[src/pslc_consts.svh]
/*
  Constants of the synthesizer serial programming port: latch select codes,
  field positions, host register offsets, reset values and timing counts.
  Assumes inclusion by bare name from the package and the design modules.
*/
`ifndef PSLC_CONSTS_SVH
`define PSLC_CONSTS_SVH

`define PSLC_WORD_W 24
`define PSLC_SEL_CTRL 2'h0
`define PSLC_SEL_REF 2'h1
`define PSLC_SEL_FB 2'h2

`define PSLC_CTRL_CNT_RST 4
`define PSLC_CTRL_GAIN 10
`define PSLC_CTRL_PRESC_LSB 22

`define PSLC_FB_SWALLOW_LSB 2
`define PSLC_FB_SPARE 7
`define PSLC_FB_MAIN_LSB 8
`define PSLC_FB_GAIN 21
`define PSLC_FB_DIV2 22
`define PSLC_FB_HALF_SRC 23
`define PSLC_MAIN_MIN 13'h0003

`define PSLC_REF_RATIO_LSB 2
`define PSLC_REF_ABP_LSB 16
`define PSLC_REF_LOCK_PREC 18
`define PSLC_REF_TEST 19
`define PSLC_REF_BSC_LSB 20
`define PSLC_REF_SPARE_LSB 22
`define PSLC_LOCK_FINE 3'h5
`define PSLC_LOCK_COARSE 3'h3
`define PSLC_PRESC_SMALL 6'h10
`define PSLC_PRESC_LARGE 6'h20

`define PSLC_OFS_WORD 12'h000
`define PSLC_OFS_STATUS 12'h004
`define PSLC_OFS_HALF 12'h008
`define PSLC_ST_BUSY 0
`define PSLC_ST_REFUSED 1
`define PSLC_ST_SEQ_LSB 2

`define PSLC_PCLK_MHZ 200
`define PSLC_SCLK_MAX_MHZ 20
`define PSLC_HALF_MIN ((`PSLC_PCLK_MHZ + 2 * `PSLC_SCLK_MAX_MHZ - 1) / (2 * `PSLC_SCLK_MAX_MHZ))

`endif

[src/pslc_pkg.sv]
/*
  Types shared by both ends of the serial programming port.
  Assumes pslc_consts.svh on the include path.
*/
`include "pslc_consts.svh"

package pslc_pkg;

  typedef enum logic [1:0] {
    PSLC_IDLE,
    PSLC_SHIFT,
    PSLC_LATCH
  } pslc_host_state_t;

  typedef struct packed {
    logic [23:0] shreg;
    logic sclk_p;
    logic le_p;
    logic [23:0] ctrl;
    logic [23:0] fb;
    logic [23:0] ref_w;
    logic gain;
    logic [17:0] fb_div;
    logic [2:0] lock_cycles;
    logic main_legal;
    logic ref_legal;
  } pslc_dev_st_t;

  typedef struct packed {
    pslc_host_state_t state;
    logic [23:0] word;
    logic [4:0] bit_idx;
    logic [7:0] half;
    logic [7:0] cnt;
    logic sclk;
    logic sdata;
    logic le;
    logic refused;
    logic [1:0] seq;
    logic [31:0] prdata;
    logic pslverr;
  } pslc_host_st_t;

endpackage

[src/pslc_if.sv]
/*
  Three-wire link between the host controller and the synthesizer port.
  Assumes both ends run on the same pclk; all wires are driven by the host.
*/
`timescale 1ns/1ps
`default_nettype none

interface pslc_if;
  logic sclk;
  logic sdata;
  logic load_strobe;

  modport host (output sclk, output sdata, output load_strobe);
  modport dev (input sclk, input sdata, input load_strobe);
endinterface

`default_nettype wire

[src/pslc_host.sv]
/*
  Host end of the serial programming port: an APB slave whose word register
  sends one 24-bit latch word over the three-wire link. Assumes APB master
  on pclk; the synthesizer samples the link on pclk.
*/
// Chosen here: the APB slave port and the register offsets.
`timescale 1ns/1ps
`default_nettype none
`include "pslc_consts.svh"

module pslc_host
  import pslc_pkg::*;
(
  input wire logic pclk,
  input wire logic presetn,
  input wire logic psel,
  input wire logic penable,
  input wire logic pwrite,
  input wire logic [11:0] paddr,
  input wire logic [31:0] pwdata,
  output logic [31:0] prdata,
  output logic pready,
  output logic pslverr,
  pslc_if.host link
);

  pslc_host_st_t st_q;
  pslc_host_st_t st_d;
  logic [23:0] clean;
  logic ok;
  logic wr;
  logic rd;

  assign wr = psel && !penable && pwrite;
  assign rd = psel && !penable && !pwrite;

  always_comb begin
    clean = pwdata[23:0];
    ok = 1'b1;
    case (pwdata[1:0])
      `PSLC_SEL_FB: begin
        // R5 spare bit forced low
        clean[`PSLC_FB_SPARE] = 1'b0;
        // R6 refuse main count below 3
        ok = pwdata[`PSLC_FB_MAIN_LSB +: 13] >= `PSLC_MAIN_MIN;
        // R22 feedback only after control
        ok = ok && (st_q.seq >= 2'h2);
      end
      `PSLC_SEL_REF: begin
        // R17 spares forced low
        clean[`PSLC_REF_SPARE_LSB +: 2] = 2'h0;
        // R15 test bit forced low
        clean[`PSLC_REF_TEST] = 1'b0;
        // R12 refuse zero ratio
        ok = pwdata[`PSLC_REF_RATIO_LSB +: 14] != 14'h0000;
      end
      `PSLC_SEL_CTRL: begin
        // R22 control only after reference
        ok = st_q.seq >= 2'h1;
      end
      default: begin
        ok = 1'b0;
      end
    endcase
  end

  always_comb begin
    st_d = st_q;
    st_d.pslverr = 1'b0;
    st_d.prdata = 32'h00000000;
    if (rd) begin
      case (paddr)
        `PSLC_OFS_WORD: st_d.prdata = {8'h00, st_q.word};
        `PSLC_OFS_STATUS: st_d.prdata = {28'h0000000, st_q.seq, st_q.refused, st_q.state != PSLC_IDLE};
        `PSLC_OFS_HALF: st_d.prdata = {24'h000000, st_q.half};
        default: st_d.pslverr = 1'b1;
      endcase
    end
    if (wr) begin
      case (paddr)
        `PSLC_OFS_WORD: begin
          if (st_q.state != PSLC_IDLE) begin
            st_d.pslverr = 1'b1;
          end else if (!ok) begin
            st_d.refused = 1'b1;
          end else begin
            // R20 strobe low, start shifting
            // R23 most significant bit first
            st_d.word = clean;
            st_d.le = 1'b0;
            st_d.sdata = clean[23];
            st_d.bit_idx = 5'h17;
            st_d.cnt = st_q.half;
            st_d.state = PSLC_SHIFT;
          end
        end
        `PSLC_OFS_STATUS: begin
          if (pwdata[`PSLC_ST_REFUSED]) begin
            st_d.refused = 1'b0;
          end
        end
        `PSLC_OFS_HALF: begin
          // R19 clamp serial clock rate
          st_d.half = (pwdata[7:0] < 8'(`PSLC_HALF_MIN)) ? 8'(`PSLC_HALF_MIN) : pwdata[7:0];
        end
        default: st_d.pslverr = 1'b1;
      endcase
    end
    case (st_q.state)
      PSLC_IDLE: begin
        st_d.sclk = 1'b0;
      end
      PSLC_SHIFT: begin
        if (st_q.cnt > 8'h01) begin
          st_d.cnt = st_q.cnt - 8'h01;
        end else begin
          st_d.cnt = st_q.half;
          st_d.sclk = !st_q.sclk;
          // R18 data moves at each fall but the last
          if (st_q.sclk) begin
            if (st_q.bit_idx == 5'h00) begin
              st_d.state = PSLC_LATCH;
            end else begin
              st_d.bit_idx = st_q.bit_idx - 5'h01;
              st_d.sdata = st_q.word[st_q.bit_idx - 5'h01];
            end
          end
        end
      end
      PSLC_LATCH: begin
        if (st_q.cnt > 8'h01) begin
          st_d.cnt = st_q.cnt - 8'h01;
        end else begin
          // R20 strobe high ends transfer
          st_d.le = 1'b1;
          st_d.state = PSLC_IDLE;
          // R22 track programming order
          case (st_q.word[1:0])
            `PSLC_SEL_REF: st_d.seq = (st_q.seq == 2'h0) ? 2'h1 : st_q.seq;
            `PSLC_SEL_CTRL: st_d.seq = (st_q.seq == 2'h1) ? 2'h2 : st_q.seq;
            default: st_d.seq = 2'h3;
          endcase
        end
      end
      default: st_d.state = PSLC_IDLE;
    endcase
    // Refusal during clear wins
    if (wr && paddr == `PSLC_OFS_WORD && st_q.state == PSLC_IDLE && !ok) begin
      st_d.refused = 1'b1;
    end
  end

  always_ff @(posedge pclk or negedge presetn) begin
    if (!presetn) begin
      st_q <= '0;
      st_q.state <= PSLC_IDLE;
      st_q.le <= 1'b1;
      st_q.half <= 8'(`PSLC_HALF_MIN);
    end else begin
      st_q <= st_d;
    end
  end

  assign prdata = st_q.prdata;
  assign pslverr = st_q.pslverr;
  assign pready = 1'b1;
  assign link.sclk = st_q.sclk;
  assign link.sdata = st_q.sdata;
  assign link.load_strobe = st_q.le;

endmodule

`default_nettype wire

[src/flat_wrapper.sv]
// flat-port wrapper written by rule: the top's interface ports become plain ports
module pslc_host_flat import pslc_pkg::*;
  (pclk, presetn, psel, penable, pwrite, paddr, pwdata, prdata, pready, pslverr, link_sclk, link_sdata, link_load_strobe);
  pslc_if link_i ();
  input wire logic pclk;
  input wire logic presetn;
  input wire logic psel;
  input wire logic penable;
  input wire logic pwrite;
  input wire logic [11:0] paddr;
  input wire logic [31:0] pwdata;
  output logic [31:0] prdata;
  output logic pready;
  output logic pslverr;
  output wire logic [$bits(link_i.sclk)-1:0] link_sclk;
  output wire logic [$bits(link_i.sdata)-1:0] link_sdata;
  output wire logic [$bits(link_i.load_strobe)-1:0] link_load_strobe;
  assign link_sclk = link_i.sclk;
  assign link_sdata = link_i.sdata;
  assign link_load_strobe = link_i.load_strobe;
  pslc_host u_core (.pclk(pclk), .presetn(presetn), .psel(psel), .penable(penable), .pwrite(pwrite), .paddr(paddr), .pwdata(pwdata), .prdata(prdata), .pready(pready), .pslverr(pslverr), .link(link_i));
endmodule
[config.mk]
export PLATFORM = sky130hd
export DESIGN_NAME = pslc_host_flat
export DESIGN_NICKNAME = d
export VERILOG_FILES = /design/src/pslc_pkg.sv /design/src/pslc_if.sv /design/src/pslc_host.sv /design/src/flat_wrapper.sv
export VERILOG_INCLUDE_DIRS = /design/src /design/src/src
export SDC_FILE = /design/constraint.sdc
export NUM_CORES = 1
export LEC_CHECK = 0
export CELL_PAD_IN_SITES_DETAIL_PLACEMENT = 1
export CELL_PAD_IN_SITES_GLOBAL_PLACEMENT = 1
export CORE_MARGIN = 8
export CORE_UTILIZATION = 36
export CTS_BUF_LIST = sky130_fd_sc_hd__clkbuf_2
export CTS_CLUSTER_SIZE = 8
export DETAILED_ROUTE_END_ITERATION = 12
export DONT_BUFFER_PORTS = 1
export PLACE_DENSITY_LB_ADDON = 0.1
export SLEW_MARGIN = 20
export SYNTH_ARGS = -nofsm -noshare
export SYNTH_HDL_FRONTEND = slang
export SYNTH_SLANG_ARGS = --single-unit
[constraint.sdc]
create_clock -name pclk -period 3.4 [get_ports pclk]
set_input_delay 0.17 -clock pclk [delete_from_list [all_inputs] [get_ports pclk]]
set_output_delay 0.17 -clock pclk [all_outputs]
set_load 0.005 [all_outputs]
Word level (Yosys, flattened, before mapping)
Cells that the tools add are included.
{ "classes": {"magnitude_cmp": 6, "n_reduce_logical": 29, "eq_ne": 14, "bitwise": 2, "mux": 51, "n_addsub": 2} }
{ "op_table": {"columns": ["operator", "n"], "rows": [
  ["two-way mux 31 bit", 3],
  ["case mux 24 bit (3 select lines)", 1],
  ["two-way mux 8 bit", 7],
  ["two-way mux 47 bit", 1],
  ["two-way mux 33 bit", 1],
  ["two-way mux 2 bit", 10],
  ["two-way mux 5 bit", 4],
  ["case mux 8 bit (2 select lines)", 1],
  ["two-way mux 1 bit", 14],
  ["nonzero test 14 bit", 1],
  ["greater-or-equal comparator 13 x 2 -> 1 bit (second input constant)", 1],
  ["== test 12 x 3 -> 1 bit (second input constant)", 1],
  ["== test 12 x 4 -> 1 bit (second input constant)", 1],
  ["zero test 12 bit", 1],
  ["== test 2 x 1 -> 1 bit (second input constant)", 4],
  ["greater-than comparator 8 x 1 -> 1 bit (second input constant)", 1],
  ["zero test 2 bit", 4],
  ["< comparator 8 x 3 -> 1 bit (second input constant)", 1],
  ["AND reduction 4 bit", 2],
  ["subtractor 8 x 1 -> 8 bit (second input constant)", 1],
  ["logical AND 1 bit", 7],
  ["< comparator 5 x 6 -> 1 bit (second input constant)", 1],
  ["two-way mux 3 bit", 2],
  ["inequality test 3 bit (second input constant)", 2],
  ["21 further kinds", 32]
]} }
{ "totals": {"register_bits": 86, "input_bits": 49, "word_cells": 116} }

Logic depth before layout (Yosys ltp)
Gate-level depths: netlist (run 1).
{ "logic_depth": {"ltp_word": 11, "depth_mapped": 10, "depth_no_buf": 8} }

Least setup slack after synthesis (run 1)
Ideal clock, no wire load.
{ "synth_path": {"path_kind": "reg-to-reg", "start": "register u_core.st_q[55] (netlist name)", "end": "register u_core.st_q, in the netlist u_core.link.sdata", "required_time_ns": 3.276, "arrival_ns": 2.315, "path_stages_with_launch": 11, "setup_slack_ns": 0.961, "synth_period_minus_slack_ns": 2.439, "path_cell_list": "dfrtp_1 > clkbuf_1 > inv_1 > ha_1 > clkbuf_1 > mux4_2 > mux2i_1 > nor3_1 > a21oi_1 > o211ai_1 > o31a_1"} }
{ "synth_lines": {"columns": ["element", "line_no", "text"], "rows": [
  ["start, declared", "pslc_host.sv:27", "pslc_host_st_t st_q;"],
  ["start signal, assigned", "pslc_host.sv:160", "st_q <= st_d;"]
]} }

Final worst setup path (run 1)
{ "layout_path": {"start": "input port pwdata[3]", "end": "register u_core.st_q[67] (netlist name)"} }
{ "layout_between": {"elab_chain_len": 3} }
{ "layout_rtl": {"columns": ["element", "line_no", "text"], "rows": [
  ["start, declared", "flat_wrapper.sv:11", "input wire logic [31:0] pwdata;"],
  ["nonzero test 14 bit", "pslc_host.sv:55", "ok = pwdata[`PSLC_REF_RATIO_LSB +: 14] != 14'h0000;"],
  ["case mux 1 bit (3 select lines)", "pslc_host.sv:40", "case (pwdata[1:0])"],
  ["AND reduction 4 bit (no source line)", null, null]
]} }
Every way passes these cells.
A chain may end at the register's enable or synchronous reset.

==> results of run 1 <==
==> final cells by class <==
class,instances,area (µm²)
clock buffers,10,50.0
fillers,1320,6790
multi-input cells,301,1890
flip-flops and latches,78,1960
inverters,15,56.3
repair buffers,46,450
well taps,143,179
clock inverters,5,51.3
==> sequential cells by signal (all words and copies together) (netlist names) <==
| register | count |
|---|---|
| u_core.st_q | 50 |
| u_core.prdata | 24 |
| u_core.link.load_strobe | 1 |
| u_core.link.sclk | 1 |
| u_core.link.sdata | 1 |
| u_core.pslverr | 1 |
==> synthesized netlist by cell type, types with 8 or more instances <==
cell      count
a21oi_1      25
a22oi_1      11
and2_1       19
buf_4        34
clkbuf_1     11
dfrtp_1      75
inv_1        14
mux2_2        9
mux2i_1      11
nand2_1      79
nand3_1       8
nor2_1       23
o21ai_0      23
==> through the flow <==
stage | util [%] | worst slack (ps) | cell area (µm²) | power, W
floorplan | - | 961 | 4240 | 0.000970
global placement | 36.5 | 764 | 4160 | 0.000963
detailed placement | 36.5 | 707 | 4160 | 0.000963
CTS | 40.6 | 555 | 4630 | 0.00152
global route | 40.6 | 411 | 4630 | 0.00155
finish | 40.6 | 487 | 4630 | 0.00151
==> how the worst max path moves through the flow <==
stage                                          from                     endpoint  slack, ps  cells past startpoint
after floorplan           u_core.st_q[55]$_DFF_PN0_  u_core.link.sdata$_DFF_PN0_        960                     10
after global placement    u_core.st_q[44]$_DFF_PN0_    u_core.st_q[57]$_DFF_PN0_        760                      5
after detailed placement  u_core.st_q[44]$_DFF_PN0_    u_core.st_q[57]$_DFF_PN0_        710                      5
after CTS                                 pwdata[3]  u_core.st_q[67]$_DFFE_PN0P_        550                      9
after global routing                      pwdata[3]  u_core.st_q[67]$_DFFE_PN0P_        410                      9
final                                     pwdata[3]  u_core.st_q[67]$_DFFE_PN0P_        490                      9
==> logic make-up (layout without fill, tap and decap cells) <==
kind of cell,count (synthesis),after routing,synth area share (%)
adder cells (fa/ha/maj),7,7,2.08
AO/OA/AOI/OAI,80,80,11.8
buffers and inverters,66,76,9.48
XOR/XNOR,6,6,1.25
other,2,9,0.178
flip-flops,78,78,46.4
multiplexers,26,26,8.23
AND/OR/NAND/NOR,173,173,20.6
==> power groups by stage <==
stage               registers, W  clock network [W]  logic (W)
floorplan               0.000947                  0  0.0000232
global placement        0.000947                  0  0.0000163
detailed placement      0.000947                  0  0.0000166
CTS                     0.000931           0.000518  0.0000753
global route            0.000932           0.000541  0.0000825
finish                  0.000931           0.000502  0.0000738
==> worst max-delay path, stage by stage <==
cell and delay (ps):
dlygate4sd3_1 600, or4_1 620, nor4_1 320, o21ai_0 230, and4_1 400, buf_4 290, nand3_1 90, dlygate4sd3_1 540
nand2_1 50
==> timing repair <==
action | 4_1_cts | 5_1_grt
hold buffers | 35 | 0
endpoints found under the hold margin | 136 | 0
setup endpoints to repair | 0 | 0
gates resized for setup | 0 | 0
==> layer usage <==
metal  vias to the layer above  wire length [µm]  track usage [%]
met4                         0               152             5.35
met1                      1547              5300             20.4
li1                       1500                 -                -
met2                        48              5790             26.5
met5                         -                 0                0
met3                        11               446             3.22
==> results.sh, run 1 <==
export IMPL_portBuffers=0
export IMPL_period_minus_slack_ps=2910
export IMPL_finClkSkew_ps=44.3
export IMPL_drt_iter0_drc=157
export IMPL_worstSetupPathType="in -> reg"
export IMPL_hold_path_depth=3
export IMPL_grt_usage_pct=16.0
export IMPL_grt_max_degree=79
export IMPL_clk_latency_ps=540
export IMPL_vias=3106
export IMPL_setup_tns_ps=0
export IMPL_p_leak_nw=2.12
export IMPL_hold_viol=0
export IMPL_grt_pass1_vias=3393
export IMPL_row_count=39
export IMPL_path_clk_slew_ps=230
export IMPL_first_pass_iters=4
export IMPL_ant_nets=0
export IMPL_syn_avg_cell_area_um2=9.62
export IMPL_synth_area_top_cells="dfrtp_1 (45%), nand2_1 (7.0%), buf_4 (6.1%), mux4_2 (3.2%), a21oi_1 (3.0%)"
export IMPL_synthFlopType="dfrtp_1"
export IMPL_cp_data_arrival_time_ps=3320
export IMPL_powerDensity_nw_per_um2=325
export IMPL_fin_cells=598
export IMPL_final_cell_mix="nand2_1 (79), dfrtp_1 (75), dlygate4sd3_1 (34)"
export IMPL_relSlewSlack_pct=51.7
export IMPL_place_inst=548
export IMPL_worst_hold_slack_ps=74.3
export IMPL_ir_worst_vdd_uv=218
export IMPL_synth_top_area_share_pct=44.6
export IMPL_clockPowerShare_pct=33.3
export IMPL_dieWidth_um=124
export IMPL_cp_max_fo=17
export IMPL_r2r_slack_ps=670
export IMPL_syn_area_um2=4210
export IMPL_drc=0
export IMPL_cp_start_kind="input port"
export IMPL_fin_crit_sh_pct=85.7
export IMPL_cts_buffer_depth=2
export IMPL_r2r_end="u_core.link.sdata$_DFF_PN0_"
export IMPL_syn_instance_count=438
export IMPL_fin_nets=507
export IMPL_routedWlPerCell_um=19.5
export IMPL_r2r_start="u_core.st_q[42]$_DFF_PN0_"
export IMPL_synth_enable_flop_cells=0
export IMPL_ys_types=55
export IMPL_postCtsSetupBuffers=0
export IMPL_antenna_found_initial=0
export IMPL_max_freq_ghz=0.343
export IMPL_rsz0062_at_grt="no"
export IMPL_areaGrowthSynthToFinish_pct=9.98
export IMPL_grt_ovfl_total=0
export IMPL_yosysSeqAreaShare_pct=46.4
export IMPL_wl_mm=11.7
export IMPL_coreArea_um2=11400
export IMPL_drv_cap=0
export IMPL_min_to="u_core.st_q[83]$_DFFE_PN0P_"
export IMPL_gp_congestion=0.746
export IMPL_p_seq_share_pct=61.8
export IMPL_htreeDepth=3
export IMPL_power_frac_comb_pct=4.9
export IMPL_numClockSinks=78
export IMPL_layout_commonest_cell="nand2_1"
export IMPL_async_reset_ff_share_pct=100
export IMPL_grt_pass1_wl_mm=18.7
export IMPL_crit_required_ps=3810
export IMPL_yosysTopAreaCell="dfrtp_1"
export IMPL_rr_worst_depth=5
export IMPL_worstSetupEndpointType="register"
export IMPL_viasPerCell=5.19
export IMPL_p_int_w=0.00113
export IMPL_layout_drive_gt1_share_pct=12.1
export IMPL_ys_ff_latch=78
export IMPL_design_die_area_um2=15400
export IMPL_p_sw_w=0.000378
export IMPL_hpwl_mm=8.19
export IMPL_worstMarginPinSlew_ps=721
export IMPL_hp_start="pwdata[0]"
export IMPL_cts_made_buffers=9
export IMPL_cts_tree="built"
export IMPL_yosys_warnings=0
export IMPL_swShare_pct=25.1
export IMPL_slew_violations=0
export IMPL_diodes=0
export IMPL_clockRootBuffer="clkbuf_2"
export IMPL_hold_path_class="in -> reg"
export IMPL_boundaryPins=86
export IMPL_start_util_pct=36.9
export IMPL_fp_dieH_um=124
export IMPL_status="completed"
export IMPL_setup_viol=0
Note: power is estimated with default switching activity, not from simulation.
==> run 2: changes to the inputs <==
--- a/config.mk
+++ b/config.mk
@@ -10,7 +10,6 @@
 export CELL_PAD_IN_SITES_GLOBAL_PLACEMENT = 1
 export CORE_MARGIN = 8
 export CORE_UTILIZATION = 36
-export CTS_BUF_LIST = sky130_fd_sc_hd__clkbuf_2
 export CTS_CLUSTER_SIZE = 8
 export DETAILED_ROUTE_END_ITERATION = 12
 export DONT_BUFFER_PORTS = 1
==> run 2 against run 1 <==
First-iteration DRC count grew 8.9%. Register-to-register slack better by 30 ps. Critical path depth fell by 4. Critical path type is now reg -> reg. Cell area rose by 1.9%. Highest routed layer unchanged. Cell count decreased by 1.7%. Die area is the same. Critical endpoint is now u_core.link.sdata$_DFF_PN0_.
==> results.sh, run 2 (same netlist as run 1, synthesis figures left out) <==
export IMPL_hp_start="pwdata[1]"
export IMPL_grt_pass1_vias=3368
export IMPL_grt_ovfl_total=0
export IMPL_worstSetupPathType="reg -> reg"
export IMPL_worstSetupEndpointType="register"
export IMPL_path_clk_slew_ps=60
export IMPL_dieWidth_um=124
export IMPL_p_int_w=0.00154
export IMPL_coreArea_um2=11400
export IMPL_r2r_start="u_core.st_q[44]$_DFF_PN0_"
export IMPL_gp_congestion=0.746
export IMPL_relSlewSlack_pct=51.6
export IMPL_layout_commonest_cell="nand2_1"
export IMPL_rr_worst_depth=5
export IMPL_postCtsSetupBuffers=0
export IMPL_cp_start_kind="register"
export IMPL_diodes=0
export IMPL_clockRootBuffer="clkbuf_16"
export IMPL_drv_cap=0
export IMPL_final_cell_mix="nand2_1 (79), dfrtp_1 (75), a21oi_1 (25)"
export IMPL_r2r_slack_ps=700
export IMPL_fillers=1294
export IMPL_drt_iter0_drc=171
export IMPL_start_util_pct=36.9
export IMPL_hold_path_depth=2
export IMPL_p_sw_w=0.000409
export IMPL_crit_required_ps=3610
export IMPL_largest_reg_flops=50
export IMPL_clk_latency_ps=340
export IMPL_power_frac_comb_pct=3.3
export IMPL_areaGrowthSynthToFinish_pct=12.1
export IMPL_cp_data_arrival_time_ps=2910
export IMPL_design_die_area_um2=15400
export IMPL_period_minus_slack_ps=2700
export IMPL_worstMarginPinSlew_ps=722
export IMPL_powerDensity_nw_per_um2=413
export IMPL_layout_drive_gt1_share_pct=12.4
export IMPL_status="completed"
export IMPL_first_pass_iters=4
export IMPL_finClkSkew_ps=8.69
export IMPL_viasPerCell=5.31
export IMPL_htreeDepth=3
export IMPL_max_freq_ghz=0.371
export IMPL_antenna_found_initial=0
export IMPL_ir_worst_vdd_uv=273
export IMPL_grt_max_degree=79
export IMPL_cts_tree="built"
export IMPL_final_core_util_pct=41.3
export IMPL_fp_dieH_um=124
export IMPL_slew_violations=0
export IMPL_ant_nets=0
export IMPL_fin_crit_sh_pct=79.3
export IMPL_hold_viol=0
export IMPL_rsz0062_at_grt="no"
export IMPL_cts_buffer_depth=2
export IMPL_p_leak_nw=2.16
export IMPL_vias=3124
export IMPL_grt_pass1_wl_mm=18.8
export IMPL_boundaryPins=86
export IMPL_setup_tns_ps=0
export IMPL_p_seq_share_pct=47.7
export IMPL_hpwl_mm=8.19
export IMPL_clockPowerShare_pct=49.0
export IMPL_wl_mm=11.7
export IMPL_numClockSinks=78
export IMPL_cp_max_fo=11
export IMPL_row_count=39
export IMPL_drc=0
export IMPL_hold_path_class="in -> reg"
export IMPL_min_to="u_core.st_q[61]$_DFFE_PN0P_"
export IMPL_swShare_pct=21.0
export IMPL_setup_viol=0
export IMPL_grt_usage_pct=16.1
export IMPL_routedWlPerCell_um=20.0
export IMPL_top_register="u_core.st_q"
export IMPL_fin_nets=497
export IMPL_portBuffers=0
export IMPL_cts_made_buffers=9
export IMPL_r2r_end="u_core.link.sdata$_DFF_PN0_"
==> run 2: worst max-delay path, cell delays in order, from the launching register on <==
cell	delay, ps
dfrtp_1	430
or4_4	590
or4_1	560
nor3_2	640
o211ai_1	200
o31a_1	150
==> run 2: timing repair <==
action / 4_1_cts / 5_1_grt
endpoints found under the hold margin: 107 / 0
hold buffers: 25 / 0
resized for setup: 0 / 0
endpoints found under the setup margin: 0 / 0
==> run 2: per-layer routing <==
layer	up-vias	part of all wire [%]	GRT usage (%)	wire, µm
met2	52	50	26.4	5860
met1	1583	45	20.7	5260
met5	-	0	0	0
li1	1474	-	-	-
met3	15	3.4	2.99	401
met4	0	2.0	6.17	232
==> run 2: worst max-delay path by stage <==
stage,from,depth (start not counted),slack [ps],to
floorplan,u_core.st_q[55]$_DFF_PN0_,10,960,u_core.link.sdata$_DFF_PN0_
global placement,u_core.st_q[44]$_DFF_PN0_,5,760,u_core.st_q[57]$_DFF_PN0_
detailed placement,u_core.st_q[44]$_DFF_PN0_,5,710,u_core.st_q[57]$_DFF_PN0_
CTS,u_core.st_q[44]$_DFF_PN0_,5,710,u_core.st_q[57]$_DFF_PN0_
global route,u_core.st_q[44]$_DFF_PN0_,5,560,u_core.st_q[57]$_DFF_PN0_
finish,u_core.st_q[44]$_DFF_PN0_,5,700,u_core.link.sdata$_DFF_PN0_
==> run 2: through the flow <==
step	instances	setup WS [ps]	instance area [µm²]	power, W	hold WS (ps)
after floorplan	445	961	4240	0.000970	-126
after global placement	548	764	4160	0.000963	-122
after detailed placement	548	707	4160	0.000963	-122
after CTS	588	706	4720	0.00198	15.4
after global routing	588	559	4720	0.00201	50.6
final	588	702	4720	0.00195	23.5
==> run 2: layout make-up <==
cell class / count / area [µm²] / area share [%]
Clock inverter: 4 / 47.5 / 1.01
Clock buffer: 11 / 243 / 5.14
Inverter: 15 / 56.3 / 1.19
Tap cell: 143 / 179 / 3.79
Sequential cell: 78 / 1960 / 41.4
Multi-Input combinational cell: 301 / 1890 / 40.0
Timing Repair Buffer: 36 / 350 / 7.42
==> run 2: power by group through the flow <==
stage | clock network, W | logic, W | registers, W
global placement | 0 | 0.0000163 | 0.000947
CTS | 0.000983 | 0.0000659 | 0.000930
global route | 0.00101 | 0.0000723 | 0.000929
detailed placement | 0 | 0.0000166 | 0.000947
floorplan | 0 | 0.0000232 | 0.000947
finish | 0.000954 | 0.0000646 | 0.000930
